--- config.mk ---
export PLATFORM = sky130hd
export DESIGN_NAME = cmpc_top
export DESIGN_NICKNAME = d
export VERILOG_FILES = /design/src/include/cmpc_pkg.sv /design/src/rtl/cmpc_channel.sv /design/src/rtl/cmpc_top.sv
export SDC_FILE = /design/constraint.sdc
export NUM_CORES = 1
export LEC_CHECK = 0
export BUFFER_PORTS_ARGS = -buffer_cell sky130_fd_sc_hd__buf_2
export CORE_MARGIN = 5
export CORE_UTILIZATION = 33
export DETAILED_ROUTE_END_ITERATION = 8
export GPL_TIMING_DRIVEN = 0
export PLACE_DENSITY_LB_ADDON = 0.12
export RECOVER_POWER = 25
export SKIP_CTS_REPAIR_TIMING = 1
export SYNTH_ARGS = -nofsm -noshare
export SYNTH_HDL_FRONTEND = slang
export SYNTH_SLANG_ARGS = --single-unit
--- constraint.sdc ---
create_clock -name mclk -period 4.6 [get_ports mclk]
set_input_delay 0.92 -clock mclk [delete_from_list [all_inputs] [get_ports mclk]]
set_output_delay 0.92 -clock mclk [all_outputs]
set_load 0.01 [all_outputs]
--- src/include/cmpc_pkg.sv ---
/*
  cmpc_pkg: register offsets, field positions and reset values for the
  comparator control block.
  Assumes an 8-bit special-function register bus with byte addresses.
*/
package cmpc_pkg;
  // control and speed register addresses, channel zero then channel one
  localparam logic [7:0] CMPC_CTRL0_ADDR = 8'h9b;
  localparam logic [7:0] CMPC_SPEED0_ADDR = 8'h9d;
  localparam logic [7:0] CMPC_CTRL1_ADDR = 8'h9a;
  localparam logic [7:0] CMPC_SPEED1_ADDR = 8'h9c;
  // control register fields
  localparam int CMPC_EN_BIT = 7;
  localparam int CMPC_OUT_BIT = 6;
  localparam int CMPC_RISE_BIT = 5;
  localparam int CMPC_FALL_BIT = 4;
  localparam int CMPC_HYP_LSB = 2;
  localparam int CMPC_HYN_LSB = 0;
  // speed register fields
  localparam int CMPC_RMASK_BIT = 5;
  localparam int CMPC_FMASK_BIT = 4;
  localparam int CMPC_SPEED_LSB = 0;
  // reset values
  localparam logic [7:0] CMPC_CTRL_RST = 8'h00;
  localparam logic [1:0] CMPC_SPEED_RST = 2'h2;
  localparam logic [1:0] CMPC_HYST_RST = 2'h0;
  // synchroniser depth in cycles
  localparam int CMPC_SYNC_STAGES = 2;
endpackage

--- src/rtl/cmpc_channel.sv ---
/*
  cmpc_channel: one comparator channel: enable, hysteresis and speed
  settings, sticky edge flags with masks, latched and raw outputs.
  Assumes the raw comparator input is asynchronous to mclk.
*/
`timescale 1ns/1ns
module cmpc_channel
  import cmpc_pkg::*;
(
  // clock and reset
  input wire logic mclk,
  input wire logic rst_b,
  // register writes, already decoded
  input wire logic ctrl_wr,
  input wire logic speed_wr,
  input wire logic [7:0] wdata,
  // analog core
  input wire logic compare_raw,
  output logic power_on,
  output logic [1:0] positive_hysteresis_sel,
  output logic [1:0] negative_hysteresis_sel,
  output logic [1:0] response_speed_sel,
  // readback and events
  output logic [7:0] ctrl_rdata,
  output logic [7:0] speed_rdata,
  output logic irq_req,
  // port-side outputs
  output logic latched_result_pin,
  output logic raw_result_pin
);
  logic channel_enable_q;
  logic rise_event_flag_q;
  logic fall_event_flag_q;
  logic rise_irq_mask_q;
  logic fall_irq_mask_q;
  logic [1:0] hyp_q;
  logic [1:0] hyn_q;
  logic [1:0] speed_q;
  logic sync1_q;
  logic compare_result_q;
  logic prev_q;
  logic rise_hit;
  logic fall_hit;

  // enable and hysteresis settings
  always_ff @(posedge mclk or negedge rst_b) begin
    if (!rst_b) begin
      channel_enable_q <= CMPC_CTRL_RST[CMPC_EN_BIT];
      hyp_q <= CMPC_HYST_RST;
      hyn_q <= CMPC_HYST_RST;
    end else if (ctrl_wr) begin
      channel_enable_q <= wdata[CMPC_EN_BIT];
      hyp_q <= wdata[CMPC_HYP_LSB +: 2];
      hyn_q <= wdata[CMPC_HYN_LSB +: 2];
    end
  end

  // masks and response time
  always_ff @(posedge mclk or negedge rst_b) begin
    if (!rst_b) begin
      rise_irq_mask_q <= 1'b0;
      fall_irq_mask_q <= 1'b0;
      speed_q <= CMPC_SPEED_RST;
    end else if (speed_wr) begin
      rise_irq_mask_q <= wdata[CMPC_RMASK_BIT];
      fall_irq_mask_q <= wdata[CMPC_FMASK_BIT];
      speed_q <= wdata[CMPC_SPEED_LSB +: 2];
    end
  end

  // two-stage synchroniser, then one more stage for edge detect
  always_ff @(posedge mclk or negedge rst_b) begin
    if (!rst_b) begin
      sync1_q <= 1'b0;
      compare_result_q <= 1'b0;
      prev_q <= 1'b0;
    end else begin
      sync1_q <= compare_raw;
      compare_result_q <= sync1_q;
      prev_q <= compare_result_q;
    end
  end

  assign rise_hit = compare_result_q & ~prev_q;
  assign fall_hit = ~compare_result_q & prev_q;

  // sticky flags: hardware only sets, set beats a same-cycle write
  always_ff @(posedge mclk or negedge rst_b) begin
    if (!rst_b) begin
      rise_event_flag_q <= 1'b0;
      fall_event_flag_q <= 1'b0;
    end else begin
      if (rise_hit) begin
        rise_event_flag_q <= 1'b1;
      end else if (ctrl_wr) begin
        rise_event_flag_q <= wdata[CMPC_RISE_BIT];
      end
      if (fall_hit) begin
        fall_event_flag_q <= 1'b1;
      end else if (ctrl_wr) begin
        fall_event_flag_q <= wdata[CMPC_FALL_BIT];
      end
    end
  end

  assign irq_req = (rise_event_flag_q & rise_irq_mask_q) | (fall_event_flag_q & fall_irq_mask_q);
  assign power_on = channel_enable_q;
  assign positive_hysteresis_sel = hyp_q;
  assign negative_hysteresis_sel = hyn_q;
  assign response_speed_sel = speed_q;
  // raw path bypasses the synchroniser flops, gated only by the enable flop, so it still works with the clock stopped
  assign raw_result_pin = compare_raw & channel_enable_q;
  assign latched_result_pin = compare_result_q & channel_enable_q;
  assign ctrl_rdata = {channel_enable_q, compare_result_q, rise_event_flag_q, fall_event_flag_q,
                       hyp_q, hyn_q};
  assign speed_rdata = {2'h0, rise_irq_mask_q, fall_irq_mask_q, 2'h0, speed_q};
endmodule // cmpc_channel

--- src/rtl/cmpc_top.sv ---
/*
  cmpc_top: two comparator control channels behind the special-function
  register bus; channel zero can request a system reset.
  Assumes a single-cycle sfr bus: write strobe with address and data,
  read data combinational from the address.
*/
`timescale 1ns/1ns
module cmpc_top
  import cmpc_pkg::*;
(
  // clock and reset
  input wire logic mclk,
  input wire logic rst_b,
  // sfr bus
  input wire logic [7:0] sfr_addr,
  input wire logic sfr_wr,
  input wire logic [7:0] sfr_wdata,
  output logic [7:0] sfr_rdata,
  // analog cores
  input wire logic [1:0] compare_raw,
  output logic [1:0] power_on,
  output logic [3:0] positive_hysteresis_sel,
  output logic [3:0] negative_hysteresis_sel,
  output logic [3:0] response_speed_sel,
  // system
  input wire logic reset_source_sel,
  output logic reset_req,
  output logic [1:0] irq_req,
  // port pins
  output logic latched_result_pin,
  output logic raw_result_pin,
  output logic latched_result_pin_b,
  output logic raw_result_pin_b
);
  logic [1:0] ctrl_wr;
  logic [1:0] speed_wr;
  logic [7:0] ctrl_rd [2];
  logic [7:0] speed_rd [2];
  logic [1:0] latched;
  logic [1:0] raw;

  // address decode per channel
  assign ctrl_wr[0] = sfr_wr & (sfr_addr == CMPC_CTRL0_ADDR);
  assign ctrl_wr[1] = sfr_wr & (sfr_addr == CMPC_CTRL1_ADDR);
  assign speed_wr[0] = sfr_wr & (sfr_addr == CMPC_SPEED0_ADDR);
  assign speed_wr[1] = sfr_wr & (sfr_addr == CMPC_SPEED1_ADDR);

  // identical channels, only hookup differs
  for (genvar i = 0; i < 2; i++) begin : g_ch
    cmpc_channel u_ch (
      .mclk(mclk),
      .rst_b(rst_b),
      .ctrl_wr(ctrl_wr[i]),
      .speed_wr(speed_wr[i]),
      .wdata(sfr_wdata),
      .compare_raw(compare_raw[i]),
      .power_on(power_on[i]),
      .positive_hysteresis_sel(positive_hysteresis_sel[2*i +: 2]),
      .negative_hysteresis_sel(negative_hysteresis_sel[2*i +: 2]),
      .response_speed_sel(response_speed_sel[2*i +: 2]),
      .ctrl_rdata(ctrl_rd[i]),
      .speed_rdata(speed_rd[i]),
      .irq_req(irq_req[i]),
      .latched_result_pin(latched[i]),
      .raw_result_pin(raw[i])
    );
  end

  // readback mux; unmapped addresses read zero
  always_comb begin
    unique case (sfr_addr)
      CMPC_CTRL0_ADDR: sfr_rdata = ctrl_rd[0];
      CMPC_CTRL1_ADDR: sfr_rdata = ctrl_rd[1];
      CMPC_SPEED0_ADDR: sfr_rdata = speed_rd[0];
      CMPC_SPEED1_ADDR: sfr_rdata = speed_rd[1];
      default: sfr_rdata = 8'h00;
    endcase
  end

  // low result on enabled channel zero requests reset; uses the
  // synchronised result so glitches near threshold are filtered
  assign reset_req = reset_source_sel & power_on[0] & ~latched[0];

  assign latched_result_pin = latched[0];
  assign raw_result_pin = raw[0];
  assign latched_result_pin_b = latched[1];
  assign raw_result_pin_b = raw[1];
endmodule // cmpc_top

==> impl_metrics.yaml, run 1 <==
status:
  status: "finished clean"
placed_design:
  placed_area_sq_um: 1710
  port_buffers: 48
  gp_congestion: 0.798
  dp_hpwl_mm: 2.58
  dp_cells: 207
final_layout:
  finalNonFillerCells: 211
  fin_area_sq_um: 1780
  nFillCells: 402
  synthToLayoutAreaGrowth_pct: 26.4
  antenna_cells: 0
  nets: 184
  drive_above_1_share: 0.516
global_routing:
  grt_first_pass_wirelength_mm: 5.37
  gr-total-overflow: 0
  grt_pass1_vias: 1120
  antenna_found_initial: 0
  grt_max_degree: 29
  grt_use_total: 0.123
routing:
  route.met2.wl_mm: 1.76
  drt-total-wl_mm: 3.34
  avgRoutedWirePerCell_um: 15.8
  met3_length_um: 208
  dr.max_layer_used: "met4"
  first_pass_iters: 4
  vias: 1069
  ant_nets: 0
  via_per_inst: 5.07
  drtIter0Drc: 67
  met1_length_mm: 1.35
  drc: 0
clock_tree:
  htreeDepth: 1
  insertion_delay_ps: 270
  cts_root_buffer: "clkbuf_8"
  numCtsBuffers: 3
  path_clk_slew_ps: 90
  clk_path_buf_depth: 2
  cts_tree: "yes"
  cts.sinks: 28
die:
  core_area_sq_um: 4060
  die_h_um: 75.3
  initial_utilization: 0.347
  top_level_ports: 51
  dieWidth_um: 75.3
  dieArea_sq_um: 5670
  placementRows: 23
sta:
  rsz0062_at_grt: "false"
  skew_ps: 1.48
  slew_viol_final: 0
  finalSetupViolCount: 0
  hold_viol_final: 0
  fmax_mhz: 331
  tightestPinTransition_ps: 1470
  hold_ws_ps: 360
  period_needed_ps: 3020
  timing.final.crit_share: 0.657
  slew_headroom: 0.0203
  final.setup.tns_ps: 0
power:
  powerDensity_nw_per_um2: 290
  ir_worst_vdd_uv: 170
  total_leakage_power_nw: 0.956
synth:
  ys_seq_elements: 28
  synth_most_common_cell: "dfrtp_1"
  seq_area_frac_synth: 0.500
  synth.largest_area_cell: "dfrtp_1"
  synth_edf_count: 0
  synthDistinctLibCells: 27
  synth_fp_nets: 131
  synth_common_cells: "26 x dfrtp_1, 14 x mux2_2, 14 x mux2i_1, 8 x and2_1, 5 x inv_1"
  synth_warnings: 0
  async_flop_share: 1.00
  synth_area_sq_um: 1410
  syn_avg_cell_area_sq_um: 12.9
  synth_top_area_frac: 0.462
  synth_area_leaders: "dfrtp_1 46%, mux2_2 11%, mux2i_1 10%"
  synth-main-ff-cell: "dfrtp_1"
  syn_inst: 109
worst_setup_path:
  cp.required_ps: 3680
  crit_path_end_kind: "output pin"
  critPathSlowestCell: "buf_2"
  rr_endpoint: "g_ch[0].u_ch.fall_event_flag_q"
  ff2ff_path_depth: 3
  crit_top_cell: "buf_2"
  reg2reg_from: "g_ch[0].u_ch.compare_result_q"
  critPathKind: "in -> out"
  r2r_slack_ps: 3730
  path_max_fanout: 10
  max_stage_delay_ps: 340
  critPathArrivalTime_ps: 2100
  cp-startpoint: "sfr_addr[0]"
  start_kind: "input pin"
  path_cells: "buf_2 -> buf_2 -> mux2i_1 -> o22ai_1 -> and2_1 -> buf_2"
hold_path:
  min_path_type: "reg -> reg"
  hold_end: "g_ch[1].u_ch.compare_result_q"
  worstHoldPathCells: 0
  hp-start: "g_ch[1].u_ch.sync1_q"
run:
  maxCapViolCount: 0
[critical path: cells and delay by family]
family,cells,cell delay (ps)
AOI/OAI and AO/OA,1,100
buffers and inverters,3,660
muxes,1,250
and+or+nand+nor,1,160
[placed cells by master (no fill, tap or decap), drive strengths merged]
master / count
a21oi: 4
a22o: 2
and2: 8
and3: 1
and4b: 1
and4bb: 1
buf: 52
bufinv: 1
clkbuf: 5
dfrtp: 26
dfstp: 2
inv: 5
mux2: 18
mux2i: 14
nand2: 1
nand3: 1
nand4: 1
nand4b: 2
nand4bb: 1
nor2: 4
nor3: 2
nor3b: 1
o221ai: 2
o22ai: 4
o31ai: 1
or3: 1
[registers in the layout, summed over array words and instances, names as in the netlist]
signal and flops:
g_ch.u_ch.compare_result_q 2, g_ch.u_ch.fall_event_flag_q 2, g_ch.u_ch.fall_irq_mask_q 2, g_ch.u_ch.negative_hysteresis_sel 4, g_ch.u_ch.positive_hysteresis_sel 4, g_ch.u_ch.power_on 2
g_ch.u_ch.prev_q 2, g_ch.u_ch.response_speed_sel 4, g_ch.u_ch.rise_event_flag_q 2, g_ch.u_ch.rise_irq_mask_q 2, g_ch.u_ch.sync1_q 2
[per-stage QoR]
| step | total power [W] | worst slack [ps] | util |
|---|---|---|---|
| floorplan | 0.000300 | 1840 | - |
| global placement | 0.000330 | 1560 | 0.422 |
| detailed placement | 0.000332 | 1570 | 0.422 |
| CTS | 0.000524 | 1570 | 0.439 |
| global route | 0.000541 | 1460 | 0.438 |
| finish | 0.000515 | 1580 | 0.438 |
[report_power, final]
group | total, W | internal, W | switching, W | leakage [nW]
combinational | 0.0000601 | 0.0000300 | 0.0000301 | 0.574
sequential | 0.000265 | 0.000257 | 0.00000810 | 0.346
clock | 0.000190 | 0.000116 | 0.0000736 | 0.0357
[cell families (layout without fill, tap and decap cells)]
kind of cell | count (synthesis) | count (layout) | share of synthesized area
compound gates | 13 | 13 | 0.0622
buf+inv | 11 | 63 | 0.0418
flops | 28 | 28 | 0.500
mux | 32 | 32 | 0.254
simple gates | 25 | 25 | 0.142
[layer usage]
layer | up-vias | global-route usage
met3 | 2 | 0.0317
met4 | 0 | 0.0252
met2 | 25 | 0.216
li1 | 501 | -
met5 | - | 0
met1 | 541 | 0.152
[layout make-up]
| class | instances | area [sq um] | share of cell area |
|---|---|---|---|
| timing repair buffer | 48 | 238 | 0.134 |
| tap | 50 | 62.6 | 0.0352 |
| sequential | 28 | 703 | 0.395 |
| clock inverter | 1 | 30.0 | 0.0169 |
| multi-input combinational | 70 | 646 | 0.363 |
| clock buffer | 3 | 41.3 | 0.0232 |
| buffer | 6 | 40.0 | 0.0225 |
| inverter | 5 | 18.8 | 0.0105 |
[worst max-delay path by stage]
| stage | end | slack (ps) | cells after the start |
|---|---|---|---|
| after floorplan | sfr_rdata[0] | 1840 | 5 |
| after global placement | sfr_rdata[2] | 1560 | 5 |
| after detailed placement | sfr_rdata[1] | 1570 | 6 |
| after CTS | sfr_rdata[1] | 1570 | 6 |
| after global routing | sfr_rdata[0] | 1460 | 6 |
| final | sfr_rdata[1] | 1580 | 6 |
No activity file was read; power rests on OpenSTA's default activity.
==> run 2: changes to the inputs <==
--- a/config.mk
+++ b/config.mk
@@ -5,6 +5,7 @@
 export SDC_FILE = /design/constraint.sdc
 export NUM_CORES = 1
 export LEC_CHECK = 0
+export ABC_AREA = 1
 export BUFFER_PORTS_ARGS = -buffer_cell sky130_fd_sc_hd__buf_2
 export CORE_MARGIN = 5
 export CORE_UTILIZATION = 33
==> constraint.sdc (replaced) <==
create_clock -name mclk -period 2.6 [get_ports mclk]
set_input_delay 0.52 -clock mclk [delete_from_list [all_inputs] [get_ports mclk]]
set_output_delay 0.52 -clock mclk [all_outputs]
set_load 0.01 [all_outputs]
==> run 2 against run 1 <==
Effect of this change: the run now ends with capacitance limit, slew limit left; via count grew 20%; non-clock buffer count grew 6; worst setup slack lost 970 ps; clock-buffer cell count is the same; synthesized cell count grew 68%; wire length grew 7.4%; sequential power grew 77%; cell count grew 37%; clock skew is essentially flat; register-to-register slack lost 2000 ps; final area grew 8.1%; critical path type unchanged; largest power group unchanged.
==> impl_metrics.yaml, run 2 <==
global_routing:
  grt_first_pass_wirelength_mm: 6.49
  grt_pass1_vias: 1354
  grt_max_degree: 29
  gr-total-overflow: 0
  antenna_found_initial: 0
  grt_use_total: 0.132
power:
  power_w: 0.000927
  powerDensity_nw_per_um2: 482
  ir_worst_vdd_uv: 286
  total_leakage_power_nw: 1.07
sta:
  slew_headroom: -0.0327
  rsz0062_at_grt: "false"
  slew_viol_final: 29
  final.setup.tns_ps: 0
  period_needed_ps: 1990
  hold_viol_final: 0
  finalSetupViolCount: 0
  timing.final.crit_share: 0.764
  skew_ps: 1.53
  fmax_mhz: 503
  hold_ws_ps: 355
  tightestPinTransition_ps: 1550
final_layout:
  synthToLayoutAreaGrowth_pct: 24.3
  antenna_cells: 0
  nFillCells: 488
  nets: 258
  mostFrequentLayoutCell: "nand2_1"
  mostFrequentLayoutCells: "51 x nand2_1, 46 x buf_2, 27 x nand3_1, 26 x inv_1, 26 x dfrtp_1"
  fin_area_sq_um: 1920
  drive_above_1_share: 0.366
  finalNonFillerCells: 289
clock_tree:
  numCtsBuffers: 3
  cts_tree: "yes"
  htreeDepth: 1
  cts.sinks: 28
  clk_path_buf_depth: 2
  insertion_delay_ps: 280
  cts_root_buffer: "clkbuf_8"
  path_clk_slew_ps: 100
routing:
  ant_nets: 0
  first_pass_iters: 4
  via_per_inst: 4.44
  drt-total-wl_mm: 3.59
  avgRoutedWirePerCell_um: 12.4
  vias: 1284
  drc: 0
  drtIter0Drc: 78
worst_setup_path:
  path_max_fanout: 10
  ff2ff_path_depth: 3
  r2r_slack_ps: 1720
  crit_path_end_kind: "output pin"
  cp.required_ps: 2080
  cp-startpoint: "sfr_addr[2]"
  critPathKind: "in -> out"
  reg2reg_from: "g_ch[1].u_ch.compare_result_q"
  rr_endpoint: "g_ch[1].u_ch.rise_event_flag_q"
  critPathArrivalTime_ps: 1470
  start_kind: "input pin"
status:
  violations: "capacitance limit, slew limit"
  status: "finished, violations left"
synth:
  syn_inst: 183
  synth_top_area_frac: 0.420
  synth_warnings: 0
  synthDistinctLibCells: 21
  synth_fp_nets: 205
  synth_common_cells: "51 x nand2_1, 27 x nand3_1, 26 x dfrtp_1, 26 x inv_1, 10 x o21ai_2"
  syn_avg_cell_area_sq_um: 8.46
  synth_edf_count: 0
  synth-main-ff-cell: "dfrtp_1"
  ys_seq_elements: 28
  synth_most_common_cell: "nand2_1"
  synth_area_sq_um: 1550
  seq_area_frac_synth: 0.454
  synth.largest_area_cell: "dfrtp_1"
  async_flop_share: 1.00
  synth_area_leaders: "dfrtp_1 42%, nand2_1 12%, nand3_1 8.7%"
die:
  dieArea_sq_um: 6160
  core_area_sq_um: 4630
  dieWidth_um: 78.5
  placementRows: 25
  initial_utilization: 0.334
  die_h_um: 78.5
  top_level_ports: 51
hold_path:
  worstHoldPathCells: 1
  min_path_type: "in -> reg"
  hp-start: "compare_raw[1]"
  hold_end: "g_ch[1].u_ch.sync1_q"
placed_design:
  dp_hpwl_mm: 2.71
  port_buffers: 48
  placed_area_sq_um: 1860
  gp_congestion: 0.762
  dp_cells: 285
run:
  maxCapViolCount: 1
[run 2: cell count changes in the layout (fill, tap and decap cells not counted), sizes merged, moves of 3 or more]
| cell | before | now |
|---|---|---|
| a21oi | 4 | 0 |
| and2 | 8 | 0 |
| buf | 52 | 57 |
| inv | 5 | 26 |
| mux2 | 18 | 0 |
| mux2i | 14 | 0 |
| nand2 | 1 | 53 |
| nand3 | 1 | 31 |
| nand4 | 1 | 4 |
| o21ai | 0 | 19 |
| o22ai | 4 | 0 |
[run 2: stage by stage]
step,setup slack (ps),util
finish,612,0.415
global route,461,0.415
CTS,596,0.416
detailed placement,613,0.401
global placement,604,0.401
floorplan,920,-
[run 2: how the worst max path moves through the flow]
stage	endpoint	slack, ps	depth (start not counted)
finish	sfr_rdata[4]	610	10
global route	sfr_rdata[5]	460	10
CTS	sfr_rdata[4]	600	10
detailed placement	sfr_rdata[1]	610	10
global placement	sfr_rdata[5]	600	10
floorplan	sfr_rdata[0]	920	8
[run 2: power breakdown]
| part | total (W) | switching [W] | leakage, nW | internal, W |
|---|---|---|---|---|
| Combinational | 0.000112 | 0.0000657 | 0.692 | 0.0000462 |
| Clock | 0.000346 | 0.000140 | 0.0357 | 0.000206 |
| Sequential | 0.000469 | 0.0000142 | 0.346 | 0.000455 |
| Total | 0.000927 | 0.000219 | 1.07 | 0.000707 |
[run 2: worst max-delay path, stage by stage]
cell and delay [ps]:
buf_2 100, inv_1 40, nand2_1 70, nor2_2 160, buf_4 200, nand3_1 90, nand2_1 70, inv_1 50
nand2_1 50, buf_2 120
[run 2: final cells by class]
type | count | area, sq um | area share
sequential | 28 | 703 | 0.366
multi-input combinational | 117 | 641 | 0.333
timing repair buffer | 48 | 236 | 0.123
buffer | 12 | 106 | 0.0553
inverter | 26 | 97.6 | 0.0507
tap | 54 | 67.6 | 0.0351
clock buffer | 3 | 41.3 | 0.0215
clock inverter | 1 | 30.0 | 0.0156
[run 2: kinds of logic (layout without fill, tap and decap cells)]
family,after synthesis,after routing,share of synthesized area
and+or+nand+nor,96,96,0.317
AOI/OAI and AO/OA,21,21,0.0970
buffers and inverters,38,90,0.132
DFF,28,28,0.454
[run 2: metal layers]
| layer | track usage | wire [um] | part of all wire | vias up |
|---|---|---|---|---|
| met2 | 0.223 | 1670 | 0.47 | 30 |
| met5 | 0 | 0 | 0 | - |
| met3 | 0.0344 | 203 | 0.057 | 2 |
| met4 | 0.0262 | 23 | 0.0064 | 0 |
| met1 | 0.170 | 1690 | 0.47 | 570 |
| li1 | - | - | - | 682 |
==> run 3: changes to the inputs <==
==> constraint.sdc (replaced) <==
create_clock -name mclk -period 1.8 [get_ports mclk]
set_input_delay 0.36 -clock mclk [delete_from_list [all_inputs] [get_ports mclk]]
set_output_delay 0.36 -clock mclk [all_outputs]
set_load 0.01 [all_outputs]
==> run 3 against run 2 <==
Effect of this change: hold slack got worse by 160 ps; sequential cell count did not move; largest cell class unchanged; die area did not move; clock power rose by 45%; sequential share of layout area fell by 0.14 points; sequential power rose by 44%; global-route usage did not move; highest routed layer unchanged; the flow still finishes with violations (capacitance limit, slew limit); first-iteration DRC count fell by 2.6%; register-to-register slack got worse by 800 ps; critical path type unchanged.
==> impl_metrics.yaml, run 3 (synthesis gave the netlist of run 2 again) <==
status:
  violations: "capacitance limit, slew limit"
  status: "finished, violations left"
clock_tree:
  cts.sinks: 28
  clk_path_buf_depth: 2
  cts_root_buffer: "clkbuf_8"
  cts_tree: "yes"
  numCtsBuffers: 3
  htreeDepth: 1
  insertion_delay_ps: 280
  path_clk_slew_ps: 100
global_routing:
  grt_max_degree: 29
  use_met1: 0.170
  globalRouteMet2Util: 0.223
  grt_first_pass_wirelength_mm: 6.49
  antenna_found_initial: 0
  grt_use_total: 0.132
  gr-total-overflow: 0
  busiest_layer: "met2"
  grt_pass1_vias: 1354
  groute.layer.met3.usage: 0.0344
worst_setup_path:
  path_cells: "buf_2 -> inv_1 -> nand2_1 -> nor2_2 -> buf_6 -> nand3_1 -> nand2_1 -> inv_1 -> nand2_1 -> buf_2"
  crit_path_end_kind: "output pin"
  path_max_fanout: 10
  crit_cells: 10
  cp.required_ps: 1440
  crit_top_cell: "nand2_1"
  critPathSlowestCell: "nor2_2"
  ff2ff_path_depth: 3
  start_kind: "input pin"
  cpLargestDelayFamily: "buffers and inverters"
  critPathArrivalTime_ps: 1280
  crit_buf_inv: 5
  max_stage_delay_ps: 170
  critPathKind: "in -> out"
die:
  die_h_um: 78.5
  core_area_sq_um: 4630
  placementRows: 25
  top_level_ports: 51
  initial_utilization: 0.334
  dieArea_sq_um: 6160
  dieWidth_um: 78.5
sta:
  final.setup.tns_ps: 0
  period_needed_ps: 1640
  skew_ps: 1.06
  timing.final.crit_share: 0.913
  finalSetupViolCount: 0
  fmax_mhz: 609
  rsz0062_at_grt: "false"
  slew_viol_final: 29
  tightestPinTransition_ps: 1550
  slew_headroom: -0.0311
  hold_viol_final: 0
routing:
  first_pass_iters: 4
  drtIter0Drc: 76
  vias: 1287
  drc: 0
  via_per_inst: 4.45
  ant_nets: 0
  drt-total-wl_mm: 3.59
  avgRoutedWirePerCell_um: 12.4
placed_design:
  dp_hpwl_mm: 2.71
  placed_area_sq_um: 1860
  gp_congestion: 0.762
  dp_cells: 285
  port_buffers: 48
final_layout:
  mostFrequentLayoutCells: "51 x nand2_1, 46 x buf_2, 27 x nand3_1, 26 x inv_1, 26 x dfrtp_1"
  antenna_cells: 0
  mostFrequentLayoutCell: "nand2_1"
  nets: 258
  post-route-util: 0.417
  fin_area_sq_um: 1930
  finalNonFillerCells: 289
  synthToLayoutAreaGrowth_pct: 24.7
  drive_above_1_share: 0.366
power:
  powerDensity_nw_per_um2: 694
  total_leakage_power_nw: 1.08
  ir_worst_vdd_uv: 414
  power_w: 0.00134
hold_path:
  worstHoldPathCells: 1
  min_path_type: "in -> reg"
run:
  maxCapViolCount: 1
[run 3: cell types whose count changed in the layout (fill, tap and decap cells not counted)]
cell   before  now
buf_6       3    5
buf_4       7    5
[run 3: path summary, 6_finish.rpt]
path | startpoint | end | slack, ps
max | sfr_addr[2] | sfr_rdata[4] | 160
min | compare_raw[1] | g_ch[1].u_ch.sync1_q | 200
max reg2reg | g_ch[1].u_ch.compare_result_q | g_ch[1].u_ch.rise_event_flag_q | 920
min reg2reg | g_ch[1].u_ch.sync1_q | g_ch[1].u_ch.compare_result_q | 360
max in group asynchronous | rst_b | g_ch[1].u_ch.rise_event_flag_q | 460
min in group asynchronous | rst_b | g_ch[0].u_ch.response_speed_sel[0] | 450
[run 3: final cells by class]
class	instances	area, sq um
well taps	54	67.6
inverters	26	97.6
plain buffers	12	114
repair buffers	48	236
flip-flops and latches	28	703
clock inverters	1	30.0
clock buffers	3	41.3
fillers	486	2700
multi-input cells	117	641
[run 3: metal layers]
layer | routed length [um] | share of wire
met1 | 1690 | 0.47
met2 | 1670 | 0.46
met3 | 209 | 0.058
met4 | 23 | 0.0064
met5 | 0 | 0
[run 3: through the flow]
| step | setup WS (ps) | hold slack, ps |
|---|---|---|
| after global routing | 9.44 | 189 |
| after detailed placement | 133 | 335 |
| after CTS | 116 | 111 |
| after global placement | 124 | 333 |
| after floorplan | 440 | 64.4 |
| final | 157 | 195 |
[run 3: where the power goes]
part	switching [W]	total (W)	internal, W	leakage, nW
registers	0.0000205	0.000677	0.000657	0.346
logic	0.0000950	0.000162	0.0000674	0.693
clock network	0.000202	0.000500	0.000298	0.0357
